### src/cmr_params.svh
`ifndef CMR_PARAMS_SVH
`define CMR_PARAMS_SVH

// ----------------------------------------
// Sizes
// ----------------------------------------
`define CMR_NCH 3
`define CMR_NBUF 16
`define CMR_TXF_DEPTH 4
`define CMR_ID_W 11

// ----------------------------------------
// Register byte addresses
// ----------------------------------------
`define CMR_A_GEN_CFG 8'h00
`define CMR_A_RXBOX_CNT 8'h04
`define CMR_A_RXFIFO_DEPTH 8'h08
`define CMR_A_FILT_CH0 8'h0C
`define CMR_A_FILT_CH1 8'h10
`define CMR_A_FILT_CH2 8'h14
`define CMR_A_TXFIFO_CFG 8'h18
`define CMR_A_TXQ_CFG 8'h1C
`define CMR_A_TXBUF_SEL 8'h20
`define CMR_A_TXBUF_CTRL 8'h24
`define CMR_A_TXFIFO_PUSH 8'h28
`define CMR_A_OBJ_SEL 8'h2C
`define CMR_A_OBJ_ADDR 8'h30
`define CMR_A_STATUS 8'h34
`define CMR_A_TX_PEND 8'h38

// ----------------------------------------
// Fields
// ----------------------------------------
`define CMR_F_GEN 1:0
`define CMR_F_JOIN 2
`define CMR_F_BOX_PL 5:3
`define CMR_F_FIFO_PL 8:6
`define CMR_F_CNT 7:0
`define CMR_F_FILT 8:0
`define CMR_F_BUF 3:0
`define CMR_F_EN 4
`define CMR_F_ID 10:0
`define CMR_F_PL 22:16
`define CMR_F_REQ 31
`define CMR_F_OBJ 8:0

// ----------------------------------------
// Memory layout
// ----------------------------------------
`define CMR_HDR_BYTES 7'h0C
`define CMR_FILT_ENTRY 16'h0010
`define CMR_FLEX_BASE 16'h2400
`define CMR_FLEX_LIMIT 16'h1500
`define CMR_GEN2_PL_MAX 3'h3

// ----------------------------------------
// Filter pool per generation
// ----------------------------------------
`define CMR_FPC_G2 10'h040
`define CMR_FPC_G3 10'h080
`define CMR_FPC_G4 10'h0C0
`define CMR_FMAX_G2 10'h07F
`define CMR_FMAX_G3 10'h0FF
`define CMR_FMAX_G4 10'h180

// ----------------------------------------
// Transmit buffers
// ----------------------------------------
`define CMR_G2_BUF_CAP 7'h14
`define CMR_JOIN2_CAP 7'h30
`define CMR_FULL_CAP 7'h40
`define CMR_JOIN_BASE0 4'h0
`define CMR_JOIN_BASE1 4'h3
`define CMR_JOIN_LAST 4'h5

`endif

### src/cmr_pkg.sv
package cmr_pkg;
   typedef enum logic [1:0] {
      CMR_GEN2 = 2'b00,
      CMR_GEN3 = 2'b01,
      CMR_GEN4 = 2'b10,
      CMR_GEN_RSV = 2'b11
   } cmr_gen_t;
endpackage : cmr_pkg

### src/cmr_msg_map.sv
// The address-and-strobe port and the register addresses are this design's own decisions.
`timescale 1ns/1ps
`default_nettype none
`include "cmr_params.svh"

// Contract
// - Filter area and reception area never overlap
// - One shared filter pool, bounded total
// - Filter counts set per channel independently
// - Gen4 pool 192 per channel, 384 max
// - Box takes 12+d, d per generation
// - FIFO element takes 12+d bytes
// - Transmit FIFO fits any transmit buffer
// - Gen2 buffer 20 bytes unless joined or used by the FIFO
// - Joined followers are payload storage only
// - Joining buffers 0-5, base 0 or 3
// - Group size from payload: 48, 64
// - Gen3 and later buffers hold 64 bytes
// - FIFO reuses one buffer, 64 bytes
// - Gen2 queue 20 bytes, depth members
// - Queue by priority, FIFO in order
// - All candidates arbitrate for lowest id
module cmr_msg_map
   import cmr_pkg::*;
(
   // Clock and reset
   input wire logic core_clk,
   input wire logic reset,
   // Register port
   input wire logic [7:0] reg_addr,
   input wire logic [31:0] reg_wdata,
   input wire logic reg_wr,
   input wire logic reg_rd,
   output logic [31:0] reg_rdata,
   // Transmit selection to protocol core
   output logic tx_sel_valid,
   output logic [3:0] tx_sel_buf,
   output logic [10:0] tx_sel_id,
   output logic [6:0] tx_sel_len,
   output logic tx_sel_fifo,
   input wire logic tx_done
);

   // ----------------------------------------
   // Helpers
   // ----------------------------------------
   function automatic logic [6:0] cmr_pl_bytes(input logic [2:0] code);
      logic [6:0] b;
      b = 7'h08;
      unique case (code)
         3'h0: b = 7'h08;
         3'h1: b = 7'h0C;
         3'h2: b = 7'h10;
         3'h3: b = 7'h14;
         3'h4: b = 7'h18;
         3'h5: b = 7'h20;
         3'h6: b = 7'h30;
         3'h7: b = 7'h40;
      endcase
      return b;
   endfunction : cmr_pl_bytes

   function automatic logic [15:0] cmr_span(input logic [8:0] n,
                                            input logic [6:0] sz);
      logic [15:0] p;
      p = 16'({7'h00, n} * {9'h000, sz});
      return p;
   endfunction : cmr_span

   // ----------------------------------------
   // Registers
   // ----------------------------------------
   cmr_gen_t gen_ff;
   logic join_ff;
   logic [2:0] box_pl_ff;
   logic [2:0] fifo_pl_ff;
   logic [7:0] box_cnt_ff;
   logic [7:0] rxf_depth_ff;
   logic [8:0] filt_ff [`CMR_NCH];
   logic txf_en_ff;
   logic [3:0] txf_buf_ff;
   logic txq_en_ff;
   logic [3:0] txq_first_ff;
   logic [3:0] buf_sel_ff;
   logic [8:0] obj_sel_ff;
   logic [`CMR_ID_W-1:0] id_ff [`CMR_NBUF];
   logic [6:0] pl_ff [`CMR_NBUF];
   logic [`CMR_NBUF-1:0] req_ff;
   logic [`CMR_ID_W-1:0] txf_mem_ff [`CMR_TXF_DEPTH];
   logic [6:0] txf_len_ff [`CMR_TXF_DEPTH];
   logic [1:0] txf_rd_ff;
   logic [1:0] txf_wr_ff;
   logic [2:0] txf_cnt_ff;
   logic [31:0] rdata_ff;
   logic sel_valid_ff;
   logic [3:0] sel_buf_ff;
   logic [10:0] sel_id_ff;
   logic [6:0] sel_len_ff;
   logic sel_fifo_ff;

   // ----------------------------------------
   // Address decode
   // ----------------------------------------
   wire logic wr_gen = reg_wr && (reg_addr == `CMR_A_GEN_CFG);
   wire logic wr_box = reg_wr && (reg_addr == `CMR_A_RXBOX_CNT);
   wire logic wr_rxf = reg_wr && (reg_addr == `CMR_A_RXFIFO_DEPTH);
   wire logic wr_f0 = reg_wr && (reg_addr == `CMR_A_FILT_CH0);
   wire logic wr_f1 = reg_wr && (reg_addr == `CMR_A_FILT_CH1);
   wire logic wr_f2 = reg_wr && (reg_addr == `CMR_A_FILT_CH2);
   wire logic wr_txf = reg_wr && (reg_addr == `CMR_A_TXFIFO_CFG);
   wire logic wr_txq = reg_wr && (reg_addr == `CMR_A_TXQ_CFG);
   wire logic wr_bsel = reg_wr && (reg_addr == `CMR_A_TXBUF_SEL);
   wire logic wr_ctrl = reg_wr && (reg_addr == `CMR_A_TXBUF_CTRL);
   wire logic wr_push = reg_wr && (reg_addr == `CMR_A_TXFIFO_PUSH);
   wire logic wr_osel = reg_wr && (reg_addr == `CMR_A_OBJ_SEL);

   // ----------------------------------------
   // Filter pool
   // ----------------------------------------
   wire logic is_g2 = (gen_ff == CMR_GEN2);
   wire logic is_g3 = (gen_ff == CMR_GEN3);
   wire logic [9:0] f_per_ch = is_g2 ? `CMR_FPC_G2 :
                               is_g3 ? `CMR_FPC_G3 : `CMR_FPC_G4;
   wire logic [9:0] f_max_ch = is_g2 ? `CMR_FMAX_G2 :
                               is_g3 ? `CMR_FMAX_G3 : `CMR_FMAX_G4;
   wire logic [11:0] f_pool = 12'(f_per_ch * 2'(`CMR_NCH));
   wire logic [11:0] f_total = 12'(filt_ff[0]) + 12'(filt_ff[1]) +
                               12'(filt_ff[2]);
   wire logic f_ch_over = ({1'b0, filt_ff[0]} > f_max_ch) ||
                          ({1'b0, filt_ff[1]} > f_max_ch) ||
                          ({1'b0, filt_ff[2]} > f_max_ch);
   wire logic filt_err = (f_total > f_pool) || f_ch_over;

   // ----------------------------------------
   // Flexible reception area
   // ----------------------------------------
   wire logic [6:0] box_sz = `CMR_HDR_BYTES + cmr_pl_bytes(box_pl_ff);
   wire logic [6:0] elem_sz = `CMR_HDR_BYTES + cmr_pl_bytes(fifo_pl_ff);
   wire logic box_pl_err = is_g2 && (box_pl_ff > `CMR_GEN2_PL_MAX);
   wire logic [15:0] box_bytes = cmr_span({1'b0, box_cnt_ff}, box_sz);
   wire logic [15:0] elem_bytes = cmr_span({1'b0, rxf_depth_ff}, elem_sz);
   wire logic [15:0] flex_used = box_bytes + elem_bytes;
   // Limit is a software duty; only reported here
   wire logic flex_over = flex_used > `CMR_FLEX_LIMIT;
   wire logic obj_in_box = obj_sel_ff < {1'b0, box_cnt_ff};
   wire logic [8:0] obj_elem = obj_sel_ff - {1'b0, box_cnt_ff};
   // Flex area starts past the largest filter pool
   wire logic [15:0] obj_addr = `CMR_FLEX_BASE + (obj_in_box ?
      cmr_span(obj_sel_ff, box_sz) :
      box_bytes + cmr_span(obj_elem, elem_sz));

   // ----------------------------------------
   // Transmit buffer map
   // ----------------------------------------
   wire logic join_on = is_g2 && join_ff;
   wire logic [6:0] pl0 = pl_ff[`CMR_JOIN_BASE0];
   wire logic [6:0] pl3 = pl_ff[`CMR_JOIN_BASE1];
   logic [`CMR_NBUF-1:0] covered;
   logic [`CMR_NBUF-1:0] elig;
   logic [`CMR_NBUF-1:0] oversize;
   logic [6:0] cap [`CMR_NBUF];

   always_comb begin
      covered = '0;
      // Followers of a group are storage only
      covered[1] = join_on && (pl0 > `CMR_G2_BUF_CAP);
      covered[2] = join_on && (pl0 > `CMR_JOIN2_CAP);
      covered[4] = join_on && (pl3 > `CMR_G2_BUF_CAP);
      covered[5] = join_on && (pl3 > `CMR_JOIN2_CAP);
      for (int i = 0; i < `CMR_NBUF; i++) begin
         if (!is_g2) begin
            cap[i] = `CMR_FULL_CAP;
         end else if (txf_en_ff && (4'(i) == txf_buf_ff)) begin
            cap[i] = `CMR_FULL_CAP;
         end else if (txq_en_ff && (4'(i) >= txq_first_ff)) begin
            cap[i] = `CMR_G2_BUF_CAP;
         end else if (join_on && ((4'(i) == `CMR_JOIN_BASE0) ||
                      (4'(i) == `CMR_JOIN_BASE1))) begin
            cap[i] = `CMR_FULL_CAP;
         end else begin
            cap[i] = `CMR_G2_BUF_CAP;
         end
         oversize[i] = req_ff[i] && (pl_ff[i] > cap[i]);
         elig[i] = req_ff[i] && !oversize[i] && !covered[i] &&
                   !(txf_en_ff && (4'(i) == txf_buf_ff));
      end
   end

   wire logic join_bad = join_on && txq_en_ff &&
                         (txq_first_ff <= `CMR_JOIN_LAST);
   wire logic tx_cfg_err = (|oversize) || join_bad;

   // ----------------------------------------
   // Transmit arbitration
   // ----------------------------------------
   wire logic txf_head_ok = txf_en_ff && (txf_cnt_ff != 3'h0);
   logic cand_found;
   logic [3:0] cand_buf;
   logic [10:0] cand_id;
   logic [6:0] cand_len;
   logic cand_fifo;

   always_comb begin
      cand_found = txf_head_ok;
      cand_buf = txf_buf_ff;
      cand_id = txf_mem_ff[txf_rd_ff];
      cand_len = txf_len_ff[txf_rd_ff];
      cand_fifo = txf_head_ok;
      // Lowest id wins; ties go to lower buffer
      for (int i = 0; i < `CMR_NBUF; i++) begin
         if (elig[i] && (!cand_found || (id_ff[i] < cand_id) ||
             ((id_ff[i] == cand_id) && (4'(i) < cand_buf)))) begin
            cand_found = 1'b1;
            cand_buf = 4'(i);
            cand_id = id_ff[i];
            cand_len = pl_ff[i];
            cand_fifo = 1'b0;
         end
      end
   end

   wire logic done_fifo = tx_done && sel_valid_ff && sel_fifo_ff;
   wire logic done_buf = tx_done && sel_valid_ff && !sel_fifo_ff;
   wire logic txf_push = wr_push && (txf_cnt_ff != 3'(`CMR_TXF_DEPTH));
   wire logic [2:0] nxt_txf_cnt = txf_cnt_ff + {2'b00, txf_push} -
                                  {2'b00, done_fifo};
   logic [`CMR_NBUF-1:0] nxt_req;

   always_comb begin
      for (int i = 0; i < `CMR_NBUF; i++) begin
         if (wr_ctrl && (buf_sel_ff == 4'(i))) begin
            nxt_req[i] = reg_wdata[`CMR_F_REQ];
         end else if (done_buf && (sel_buf_ff == 4'(i))) begin
            nxt_req[i] = 1'b0;
         end else begin
            nxt_req[i] = req_ff[i];
         end
      end
   end

   // ----------------------------------------
   // Read mux
   // ----------------------------------------
   logic [31:0] rd_mux;

   always_comb begin
      rd_mux = 32'h0000_0000;
      unique case (reg_addr)
         `CMR_A_GEN_CFG: rd_mux = {23'h00_0000, fifo_pl_ff, box_pl_ff,
                                   join_ff, gen_ff};
         `CMR_A_RXBOX_CNT: rd_mux = {24'h00_0000, box_cnt_ff};
         `CMR_A_RXFIFO_DEPTH: rd_mux = {24'h00_0000, rxf_depth_ff};
         `CMR_A_FILT_CH0: rd_mux = {23'h00_0000, filt_ff[0]};
         `CMR_A_FILT_CH1: rd_mux = {23'h00_0000, filt_ff[1]};
         `CMR_A_FILT_CH2: rd_mux = {23'h00_0000, filt_ff[2]};
         `CMR_A_TXFIFO_CFG: rd_mux = {27'h000_0000, txf_en_ff, txf_buf_ff};
         `CMR_A_TXQ_CFG: rd_mux = {27'h000_0000, txq_en_ff, txq_first_ff};
         `CMR_A_TXBUF_SEL: rd_mux = {28'h000_0000, buf_sel_ff};
         `CMR_A_TXBUF_CTRL: rd_mux = {req_ff[buf_sel_ff], 8'h00,
                                      pl_ff[buf_sel_ff], 5'h00,
                                      id_ff[buf_sel_ff]};
         `CMR_A_TXFIFO_PUSH: rd_mux = {29'h0000_0000, txf_cnt_ff};
         `CMR_A_OBJ_SEL: rd_mux = {23'h00_0000, obj_sel_ff};
         `CMR_A_OBJ_ADDR: rd_mux = {16'h0000, obj_addr};
         `CMR_A_STATUS: rd_mux = {flex_used, 11'h000, box_pl_err,
                                  txf_cnt_ff == 3'(`CMR_TXF_DEPTH),
                                  tx_cfg_err, flex_over, filt_err};
         `CMR_A_TX_PEND: rd_mux = {16'h0000, req_ff};
         default: rd_mux = 32'h0000_0000;
      endcase
   end

   // ----------------------------------------
   // State
   // ----------------------------------------
   always_ff @(posedge core_clk) begin
      if (reset) begin
         gen_ff <= CMR_GEN2;
         join_ff <= 1'b0;
         box_pl_ff <= 3'h0;
         fifo_pl_ff <= 3'h0;
         box_cnt_ff <= 8'h00;
         rxf_depth_ff <= 8'h00;
         txf_en_ff <= 1'b0;
         txf_buf_ff <= 4'h0;
         txq_en_ff <= 1'b0;
         txq_first_ff <= 4'h0;
         buf_sel_ff <= 4'h0;
         obj_sel_ff <= 9'h000;
      end else begin
         if (wr_gen) begin
            gen_ff <= cmr_gen_t'(reg_wdata[`CMR_F_GEN]);
            join_ff <= reg_wdata[`CMR_F_JOIN];
            box_pl_ff <= reg_wdata[`CMR_F_BOX_PL];
            fifo_pl_ff <= reg_wdata[`CMR_F_FIFO_PL];
         end
         if (wr_box) box_cnt_ff <= reg_wdata[`CMR_F_CNT];
         if (wr_rxf) rxf_depth_ff <= reg_wdata[`CMR_F_CNT];
         if (wr_txf) begin
            txf_en_ff <= reg_wdata[`CMR_F_EN];
            txf_buf_ff <= reg_wdata[`CMR_F_BUF];
         end
         if (wr_txq) begin
            txq_en_ff <= reg_wdata[`CMR_F_EN];
            txq_first_ff <= reg_wdata[`CMR_F_BUF];
         end
         if (wr_bsel) buf_sel_ff <= reg_wdata[`CMR_F_BUF];
         if (wr_osel) obj_sel_ff <= reg_wdata[`CMR_F_OBJ];
      end
   end

   always_ff @(posedge core_clk) begin
      if (reset) begin
         for (int c = 0; c < `CMR_NCH; c++) filt_ff[c] <= 9'h000;
      end else begin
         if (wr_f0) filt_ff[0] <= reg_wdata[`CMR_F_FILT];
         if (wr_f1) filt_ff[1] <= reg_wdata[`CMR_F_FILT];
         if (wr_f2) filt_ff[2] <= reg_wdata[`CMR_F_FILT];
      end
   end

   always_ff @(posedge core_clk) begin
      if (reset) begin
         req_ff <= '0;
         for (int i = 0; i < `CMR_NBUF; i++) begin
            id_ff[i] <= 11'h000;
            pl_ff[i] <= 7'h00;
         end
      end else begin
         req_ff <= nxt_req;
         if (wr_ctrl) begin
            id_ff[buf_sel_ff] <= reg_wdata[`CMR_F_ID];
            pl_ff[buf_sel_ff] <= reg_wdata[`CMR_F_PL];
         end
      end
   end

   always_ff @(posedge core_clk) begin
      if (reset) begin
         txf_rd_ff <= 2'h0;
         txf_wr_ff <= 2'h0;
         txf_cnt_ff <= 3'h0;
         for (int j = 0; j < `CMR_TXF_DEPTH; j++) begin
            txf_mem_ff[j] <= 11'h000;
            txf_len_ff[j] <= 7'h00;
         end
      end else begin
         if (txf_push) begin
            txf_mem_ff[txf_wr_ff] <= reg_wdata[`CMR_F_ID];
            txf_len_ff[txf_wr_ff] <= reg_wdata[`CMR_F_PL];
            txf_wr_ff <= txf_wr_ff + 2'h1;
         end
         if (done_fifo) txf_rd_ff <= txf_rd_ff + 2'h1;
         txf_cnt_ff <= nxt_txf_cnt;
      end
   end

   always_ff @(posedge core_clk) begin
      if (reset) begin
         rdata_ff <= 32'h0000_0000;
         sel_valid_ff <= 1'b0;
         sel_buf_ff <= 4'h0;
         sel_id_ff <= 11'h000;
         sel_len_ff <= 7'h00;
         sel_fifo_ff <= 1'b0;
      end else begin
         rdata_ff <= reg_rd ? rd_mux : 32'h0000_0000;
         // Withdraw offer for one cycle after a completion
         sel_valid_ff <= cand_found && !tx_done;
         sel_buf_ff <= cand_buf;
         sel_id_ff <= cand_id;
         sel_len_ff <= cand_len;
         sel_fifo_ff <= cand_fifo;
      end
   end

   assign reg_rdata = rdata_ff;
   assign tx_sel_valid = sel_valid_ff;
   assign tx_sel_buf = sel_buf_ff;
   assign tx_sel_id = sel_id_ff;
   assign tx_sel_len = sel_len_ff;
   assign tx_sel_fifo = sel_fifo_ff;

endmodule : cmr_msg_map
`default_nettype wire

### config.mk
export PLATFORM = sky130hd
export DESIGN_NAME = cmr_msg_map
export DESIGN_NICKNAME = d
export VERILOG_FILES = /design/src/cmr_pkg.sv /design/src/cmr_msg_map.sv
export VERILOG_INCLUDE_DIRS = /design/src
export SDC_FILE = /design/constraint.sdc
export NUM_CORES = 2
export LEC_CHECK = 0
export BUFFER_PORTS_ARGS = -buffer_cell sky130_fd_sc_hd__buf_2
export CAP_MARGIN = 40
export CORE_ASPECT_RATIO = 0.5
export CORE_MARGIN = 4
export CORE_UTILIZATION = 56
export DETAILED_ROUTE_END_ITERATION = 10
export MAX_ROUTING_LAYER = met4
export PLACE_DENSITY = 0.84
export SYNTH_ARGS = -nofsm -noshare
export SYNTH_HDL_FRONTEND = slang
export SYNTH_SLANG_ARGS = --single-unit
### constraint.sdc
create_clock -name core_clk -period 39 [get_ports core_clk]
set_input_delay 3.9 -clock core_clk [delete_from_list [all_inputs] [get_ports core_clk]]
set_output_delay 3.9 -clock core_clk [all_outputs]
set_load 0.1 [all_outputs]
# Yosys cells after proc, flatten, opt, wreduce, memory -nomap -nowiden
# Memory sizes are Yosys's and may differ from the RTL's. A register that Yosys moved wholly into a read port is not among the register bits.
# Cells that the tools add are included.
# word_totals
n_memories	7
mem_bits_ro	80
in_bits	45
ram_bits	387
reg_bits	127
# mem_list
name	depth	width	rd	rd_clocked_by_memory_dff	wr	line_no	source
id_ff	16	11	17	1	16	cmr_msg_map.sv:86	logic [`CMR_ID_W-1:0] id_ff [`CMR_NBUF];
pl_ff	16	7	17	1	16	cmr_msg_map.sv:87	logic [6:0] pl_ff [`CMR_NBUF];
txf_mem_ff	4	11	1	1	4	cmr_msg_map.sv:89	logic [`CMR_ID_W-1:0] txf_mem_ff [`CMR_TXF_DEPTH];
(no name shown)	8	5	1	1	0	cmr_msg_map.sv:50	unique case (code)
(no name shown)	8	5	1	1	0	cmr_msg_map.sv:50	
txf_len_ff	4	7	1	1	4	cmr_msg_map.sv:90	logic [6:0] txf_len_ff [`CMR_TXF_DEPTH];
+1 memories	n/a	n/a	n/a	n/a	n/a	n/a	
# classes
order_cmp	63
n_mux	183
eq_ne	78
bitwise_logic	4
addsub	12
n_reduce_logical	279
n_mul	5
# op_table
op	count
32-bit case mux with 15 select lines	1
7-bit 2-to-1 mux	54
11-bit 2-to-1 mux	18
11-bit equality test	16
11-bit less-than comparator	16
1-bit logical AND	160
7-bit greater-than comparator	16
4-bit 2-to-1 mux	22
1-bit 2-to-1 mux	70
4-bit equality test, second input constant	16
8-bit by 6-bit equality test with 1-bit output, second input constant	7
1-bit zero test	54
9-bit 2-to-1 mux	5
1-bit logical OR	36
4-bit by 3-bit equality test with 1-bit output, second input constant	8
4-bit equality test, first input constant	8
8-bit by 5-bit equality test with 1-bit output, second input constant	4
4-bit less-than comparator, first input constant	8
9-bit by 7-bit multiplier with 16-bit output	2
2-bit nonzero test	16
8-bit by 7-bit multiplier with 15-bit output	2
9-bit greater-than comparator	3
11-bit OR reduction	2
17-bit OR reduction	1
other kinds (48)	79

# Depth between registers and ports, before layout
# logic_depth
depth_word	89
depth_mapped	231

# Worst setup path before layout
# Ideal clock, no wire load.
# synth_path
kind	register -> register
startpoint	register (tool-made name)
endpoint	register sel_len_ff[6] (netlist: tx_sel_len[6])
path_buffers	30
t_arrival_ns	36.555
t_required_ns	38.872
setup_ns	0.128
period_less_slack_ns	36.683
path_slack_ns	2.317
stages_incl_launch_ff	210
cell_sequence	dfxtp_1 -> clkbuf_1 -> clkbuf_1 -> mux4_2 -> inv_1 -> ha_1 -> nand4_1 -> a211oi_1 -> a2111o_1 -> a21o_1 -> buf_2 -> buf_1 -> buf_1 -> mux2i_1 -> ha_1 -> a21o_1 -> a21oi_1 -> o21a_1 -> [... 174 more ...] -> o31ai_1 -> ha_1 -> a21oi_1 -> nor2b_1 -> o21ai_0 -> nand2b_1 -> a21oi_1 -> nor2b_1 -> o21ai_0 -> nand2b_1 -> a21oi_1 -> o21bai_1 -> nor3_1 -> a21oi_1 -> o41ai_4 -> buf_4 -> mux2i_1 -> nor2_1
# synth_rtl
item	line_no	source
to (signal assigned)	cmr_msg_map.sv:372	sel_len_ff <= cand_len;
to (decl)	cmr_msg_map.sv:98	logic [6:0] sel_len_ff;

# Worst setup path in the final report
# layout_path
startpoint	register txq_en_ff
endpoint	register sel_len_ff[1] (netlist: tx_sel_len[1])
# layout_between
elab_chain_len	86
# layout_lines
item	line_no	source
from (decl)	cmr_msg_map.sv:82	logic txq_en_ff;
from (signal assigned)	cmr_msg_map.sv:304	txq_en_ff <= reg_wdata[`CMR_F_EN];
1-bit logical AND	cmr_msg_map.sv:175	end else if (txq_en_ff && (4'(i) >= txq_first_ff)) begin
7-bit 2-to-1 mux	cmr_msg_map.sv:175	
7-bit 2-to-1 mux	cmr_msg_map.sv:173	end else if (txf_en_ff && (4'(i) == txf_buf_ff)) begin
7-bit 2-to-1 mux	cmr_msg_map.sv:171	if (!is_g2) begin
7-bit greater-than comparator	cmr_msg_map.sv:183	oversize[i] = req_ff[i] && (pl_ff[i] > cap[i]);
1-bit logical AND	cmr_msg_map.sv:183	
1-bit zero test	cmr_msg_map.sv:184	elig[i] = req_ff[i] && !oversize[i] && !covered[i] &&
1-bit logical AND (2 in series)	cmr_msg_map.sv:184	
[... 69 more ...]	n/a	
1-bit logical OR	cmr_msg_map.sv:211	if (elig[i] && (!cand_found || (id_ff[i] < cand_id) ||
1-bit logical AND	cmr_msg_map.sv:211	
11-bit 2-to-1 mux (tied with other cells)	cmr_msg_map.sv:211	
11-bit less-than comparator (tied with other cells)	cmr_msg_map.sv:211	
1-bit logical OR or 1-bit logical AND (tied branches)	cmr_msg_map.sv:211, cmr_msg_map.sv:212	
1-bit logical OR	cmr_msg_map.sv:211	
1-bit logical AND	cmr_msg_map.sv:211	
7-bit 2-to-1 mux (*)	cmr_msg_map.sv:211	
# Every way passes the cells marked *; elsewhere a longest branch is shown, timed or not.
# A chain may end at the register's enable or synchronous reset.

==> summary.json <==
{
  "run_status": {
    "outcome": "finished, final reports clean"
  },
  "clocking": {
    "htree_num_levels": 2,
    "ctsHoldBuffers": 0,
    "cts_tree": "yes",
    "tritoncts_num_sinks": 530,
    "root_buffer_cell": "sky130_fd_sc_hd__clkbuf_16",
    "max-clock-path-buffers": 3,
    "clk_transition_reported_paths_ns": 0.07,
    "cts_buffers": 50,
    "clkLatencyLatePin_ns": 0.68
  },
  "drt": {
    "number_of_vias_after_detailed_routing": 34982,
    "avgViaCountPerCell": 6.511,
    "initialDrtViolationCount": 5258,
    "route.detailed.drc": 0,
    "ant_nets": 0,
    "drt_pass_1_iters": 9,
    "avgRoutedWirePerCell_um": 25.49,
    "drt-total-wl_mm": 137.0
  },
  "sta": {
    "worst-slew-pin-transition_ns": 0.9864,
    "hold_ws_ns": 0.5177,
    "achievable-frequency_mhz": 27.01,
    "clock-skew-final_ns": 0.08823,
    "tcrit_tclk_final_pct": 94.94,
    "timing_hold_violations_final": 0,
    "final_period_minus_worst_setup_slack_ns": 37.03,
    "timing_max_transition_violations_final": 0,
    "report.final.setup_viol": 0,
    "fin_setup_tns_ns": 0,
    "worst_max_slew_margin_expressed_relative_to_the_limit_pct": 34.24
  },
  "synth": {
    "syn-num-nets": 4770,
    "synth_flop_cell": "sky130_fd_sc_hd__edfxtp_1",
    "post_synth_instance_area_um2": 41150,
    "postSynthRegisterBits": 530,
    "netlist-cell-type-count": 100,
    "post-synth-top-area-fraction_pct": 28.24,
    "seq_area_frac_synth_pct": 35.20,
    "number_of_enable_type_register_cells_in_the_synthesized_netlist": 387,
    "synthArstFlopShare_pct": 0,
    "synth_largest_area_cell": "sky130_fd_sc_hd__edfxtp_1",
    "synth-warning-count": 0,
    "netlist_top_cells_area": "sky130_fd_sc_hd__edfxtp_1, sky130_fd_sc_hd__ha_1, sky130_fd_sc_hd__dfxtp_1, sky130_fd_sc_hd__mux4_2, sky130_fd_sc_hd__fa_1",
    "synthesized_instance_count": 4192,
    "synthesis.area_per_instance_um2": 9.816
  },
  "global_routing": {
    "first_global_vias": 34376,
    "total_grt_overflow": 0,
    "first_pass_grt_wire_length_mm": 203.7,
    "globalRouteTotalUtil_pct": 35.77,
    "grt_start_max_net_pins": 74,
    "number_of_antenna_violations_at_the_first_check_in_global_routing": 16
  },
  "critical_path": {
    "regToRegSetupSlack_ns": 1.97,
    "worst-path-max-fanout": 24,
    "cpPeakStageDelay_ns": 0.61,
    "timing.critical_path.slowest_stage_cell": "sky130_fd_sc_hd__or4_1",
    "critical_path_buf_inv_count": 28,
    "cp_data_arrival_time_ns": 37.57,
    "critical-path-top-delay-family": "compound AO/OA/AOI/OAI gates",
    "cp_common_cell": "sky130_fd_sc_hd__o21ai_0",
    "critPathRequiredTime_ns": 39.54,
    "cp_startpoint_kind": "register",
    "crit_path_category": "register to register",
    "cp-end-kind": "register"
  },
  "placement": {
    "place_congestion": 1.054,
    "port-buffer-count": 87,
    "dp.cells": 5244,
    "hpwlAfterDp_mm": 102.8
  },
  "floorplanning": {
    "die_area_um2": 78150,
    "design.core.area_um2": 71920,
    "top_level_ports": 101,
    "fp-row-count": 69,
    "floorplan.die.width_um": 391.4,
    "initial_core_util_pct": 57.22,
    "die_extent_in_y_um": 199.7
  },
  "power_and_ir_drop": {
    "power.static_leakage_nw": 19.91,
    "worst_ir_drop_vdd_v": 0.00003558,
    "power_density_nw_per_um2": 28.10
  },
  "worst_hold_path": {
    "class_of_the_tightest_hold_or_removal_check": "register to register"
  },
  "cells_and_area": {
    "finalNonFillerCells": 5373,
    "nNetsFinal": 4937,
    "final_layout_size_suffix_gt1_share_pct": 13.88,
    "area_growth_pct": 11.98
  },
  "job": {
    "max_capacitance_violation_count": 0
  }
}
-- cell families (layout without fill, tap and decap cells) --
| kind of cell | count (synthesis) | count (layout) | synth area share, % |
|---|---|---|---|
| AO/OA/AOI/OAI | 790 | 792 | 12.90 |
| XOR/XNOR | 75 | 75 | 1.615 |
| adder cells (fa/ha/maj) | 533 | 533 | 18.29 |
| buffers and inverters | 597 | 804 | 5.522 |
| flip-flops | 530 | 530 | 35.20 |
| multiplexers | 189 | 189 | 8.112 |
| other | 0 | 14 | 0 |
| AND/OR/NAND/NOR | 1478 | 1478 | 18.37 |
-- cell usage in the layout (no fill, tap or decap), types with 29 or more instances in the layout --
master / n
sky130_fd_sc_hd__clkbuf_16: 53
sky130_fd_sc_hd__xnor2_1: 48
sky130_fd_sc_hd__o21a_1: 38
sky130_fd_sc_hd__mux4_2: 113
sky130_fd_sc_hd__ha_1: 419
sky130_fd_sc_hd__edfxtp_1: 387
sky130_fd_sc_hd__nor2_1: 298
sky130_fd_sc_hd__a21o_1: 57
sky130_fd_sc_hd__a211oi_1: 31
sky130_fd_sc_hd__fa_1: 114
sky130_fd_sc_hd__buf_2: 87
sky130_fd_sc_hd__nand2b_1: 68
sky130_fd_sc_hd__a21oi_1: 215
sky130_fd_sc_hd__nand3_1: 100
sky130_fd_sc_hd__buf_4: 202
sky130_fd_sc_hd__o31ai_1: 29
sky130_fd_sc_hd__nor2b_1: 99
sky130_fd_sc_hd__and2_1: 354
sky130_fd_sc_hd__dfxtp_1: 140
sky130_fd_sc_hd__mux2i_1: 51
sky130_fd_sc_hd__o21ai_0: 149
sky130_fd_sc_hd__inv_1: 397
sky130_fd_sc_hd__a22oi_1: 29
sky130_fd_sc_hd__nand2_1: 346
sky130_fd_sc_hd__nand4_1: 29
sky130_fd_sc_hd__nor3_1: 48
-- state kept, by name (all words and copies together), names as in the netlist, 11 cells and up, named ones only --
name and count:
tx_sel_id 11, txf_mem_ff 44, txf_len_ff 28, reg_rdata 32, id_ff 176, pl_ff 112, req_ff 16, filt_ff 27
-- worst paths after layout --
check                  from             to  cells past startpoint
setup / recovery  txq_en_ff  tx_sel_len[1]                    193
hold / removal    txq_en_ff      txq_en_ff                      2
setup reg to reg  txq_en_ff  tx_sel_len[1]                    193
hold reg to reg   txq_en_ff      txq_en_ff                      2
-- synthesized netlist by cell type, types with 32 or more instances --
master                       n
sky130_fd_sc_hd__nand2_1   347
sky130_fd_sc_hd__o21a_1     38
sky130_fd_sc_hd__xnor2_1    48
sky130_fd_sc_hd__edfxtp_1  387
sky130_fd_sc_hd__nand2b_1   68
sky130_fd_sc_hd__inv_1     397
sky130_fd_sc_hd__dfxtp_1   143
sky130_fd_sc_hd__fa_1      114
sky130_fd_sc_hd__a211oi_1   32
sky130_fd_sc_hd__and2_1    355
sky130_fd_sc_hd__nor2_1    301
sky130_fd_sc_hd__o21ai_0   153
sky130_fd_sc_hd__nand3_1   100
sky130_fd_sc_hd__nor3_1     48
sky130_fd_sc_hd__nor2b_1    99
sky130_fd_sc_hd__a21o_1     58
sky130_fd_sc_hd__ha_1      419
sky130_fd_sc_hd__a21oi_1   219
sky130_fd_sc_hd__clkbuf_1  161
sky130_fd_sc_hd__mux2i_1    56
sky130_fd_sc_hd__mux4_2    113
-- repair_timing --
item,CTS,global route
endpoints found under the hold margin,0,0
endpoints found under the setup margin,2,23
pin swaps,1,7
buffers inserted,0,16
resized for setup,3,40
gates cloned,1,1
-- per-stage QoR --
step | cell area [µm²] | worst slack (ns) | utilization [%] | power (mW)
6_report | 46080 | 1.972 | 64.08 | 1.295
5_1_grt | 46070 | -0.07619 | 64.07 | 1.326
4_1_cts | 45690 | 0.1223 | 63.53 | 1.285
3_5_place_dp | 43860 | 0.2587 | 60.99 | 0.7609
3_3_place_gp | 43480 | 1.219 | 60.46 | 0.7523
2_1_floorplan | 41150 | 2.317 | - | 0.7105
-- power by group --
part	leakage (nW)	internal [mW]	switching, mW
logic	13.9	0.0463	0.0777
registers	5.15	0.617	0.0155
clock network	0.871	0.293	0.245
-- area by class of cell --
class	instances	area [µm²]
diodes	14	35.03
clock buffers	62	1400
clock inverters	32	381.6
fillers	5436	25830
inverters	398	1494
multi-input cells	3067	24670
flip-flops and latches	530	14490
well taps	958	1199
repair buffers	312	2410
-- routing by layer --
metal	wire, µm	track usage [%]
met1	50390	44.50
met2	58100	52.59
met3	21070	12.84
met4	7399	16.10
met5	0	-
-- worst register-to-register path: cells and delay by family, from the launching register on --
kind | cells | cell delay (ns)
buf+inv | 28 | 4.24
fa+ha+maj | 16 | 4.74
flops | 1 | 0.38
simple gates | 66 | 11.45
mux | 6 | 1.82
compound gates | 77 | 14.31
(Power assumes the default switching activity.)
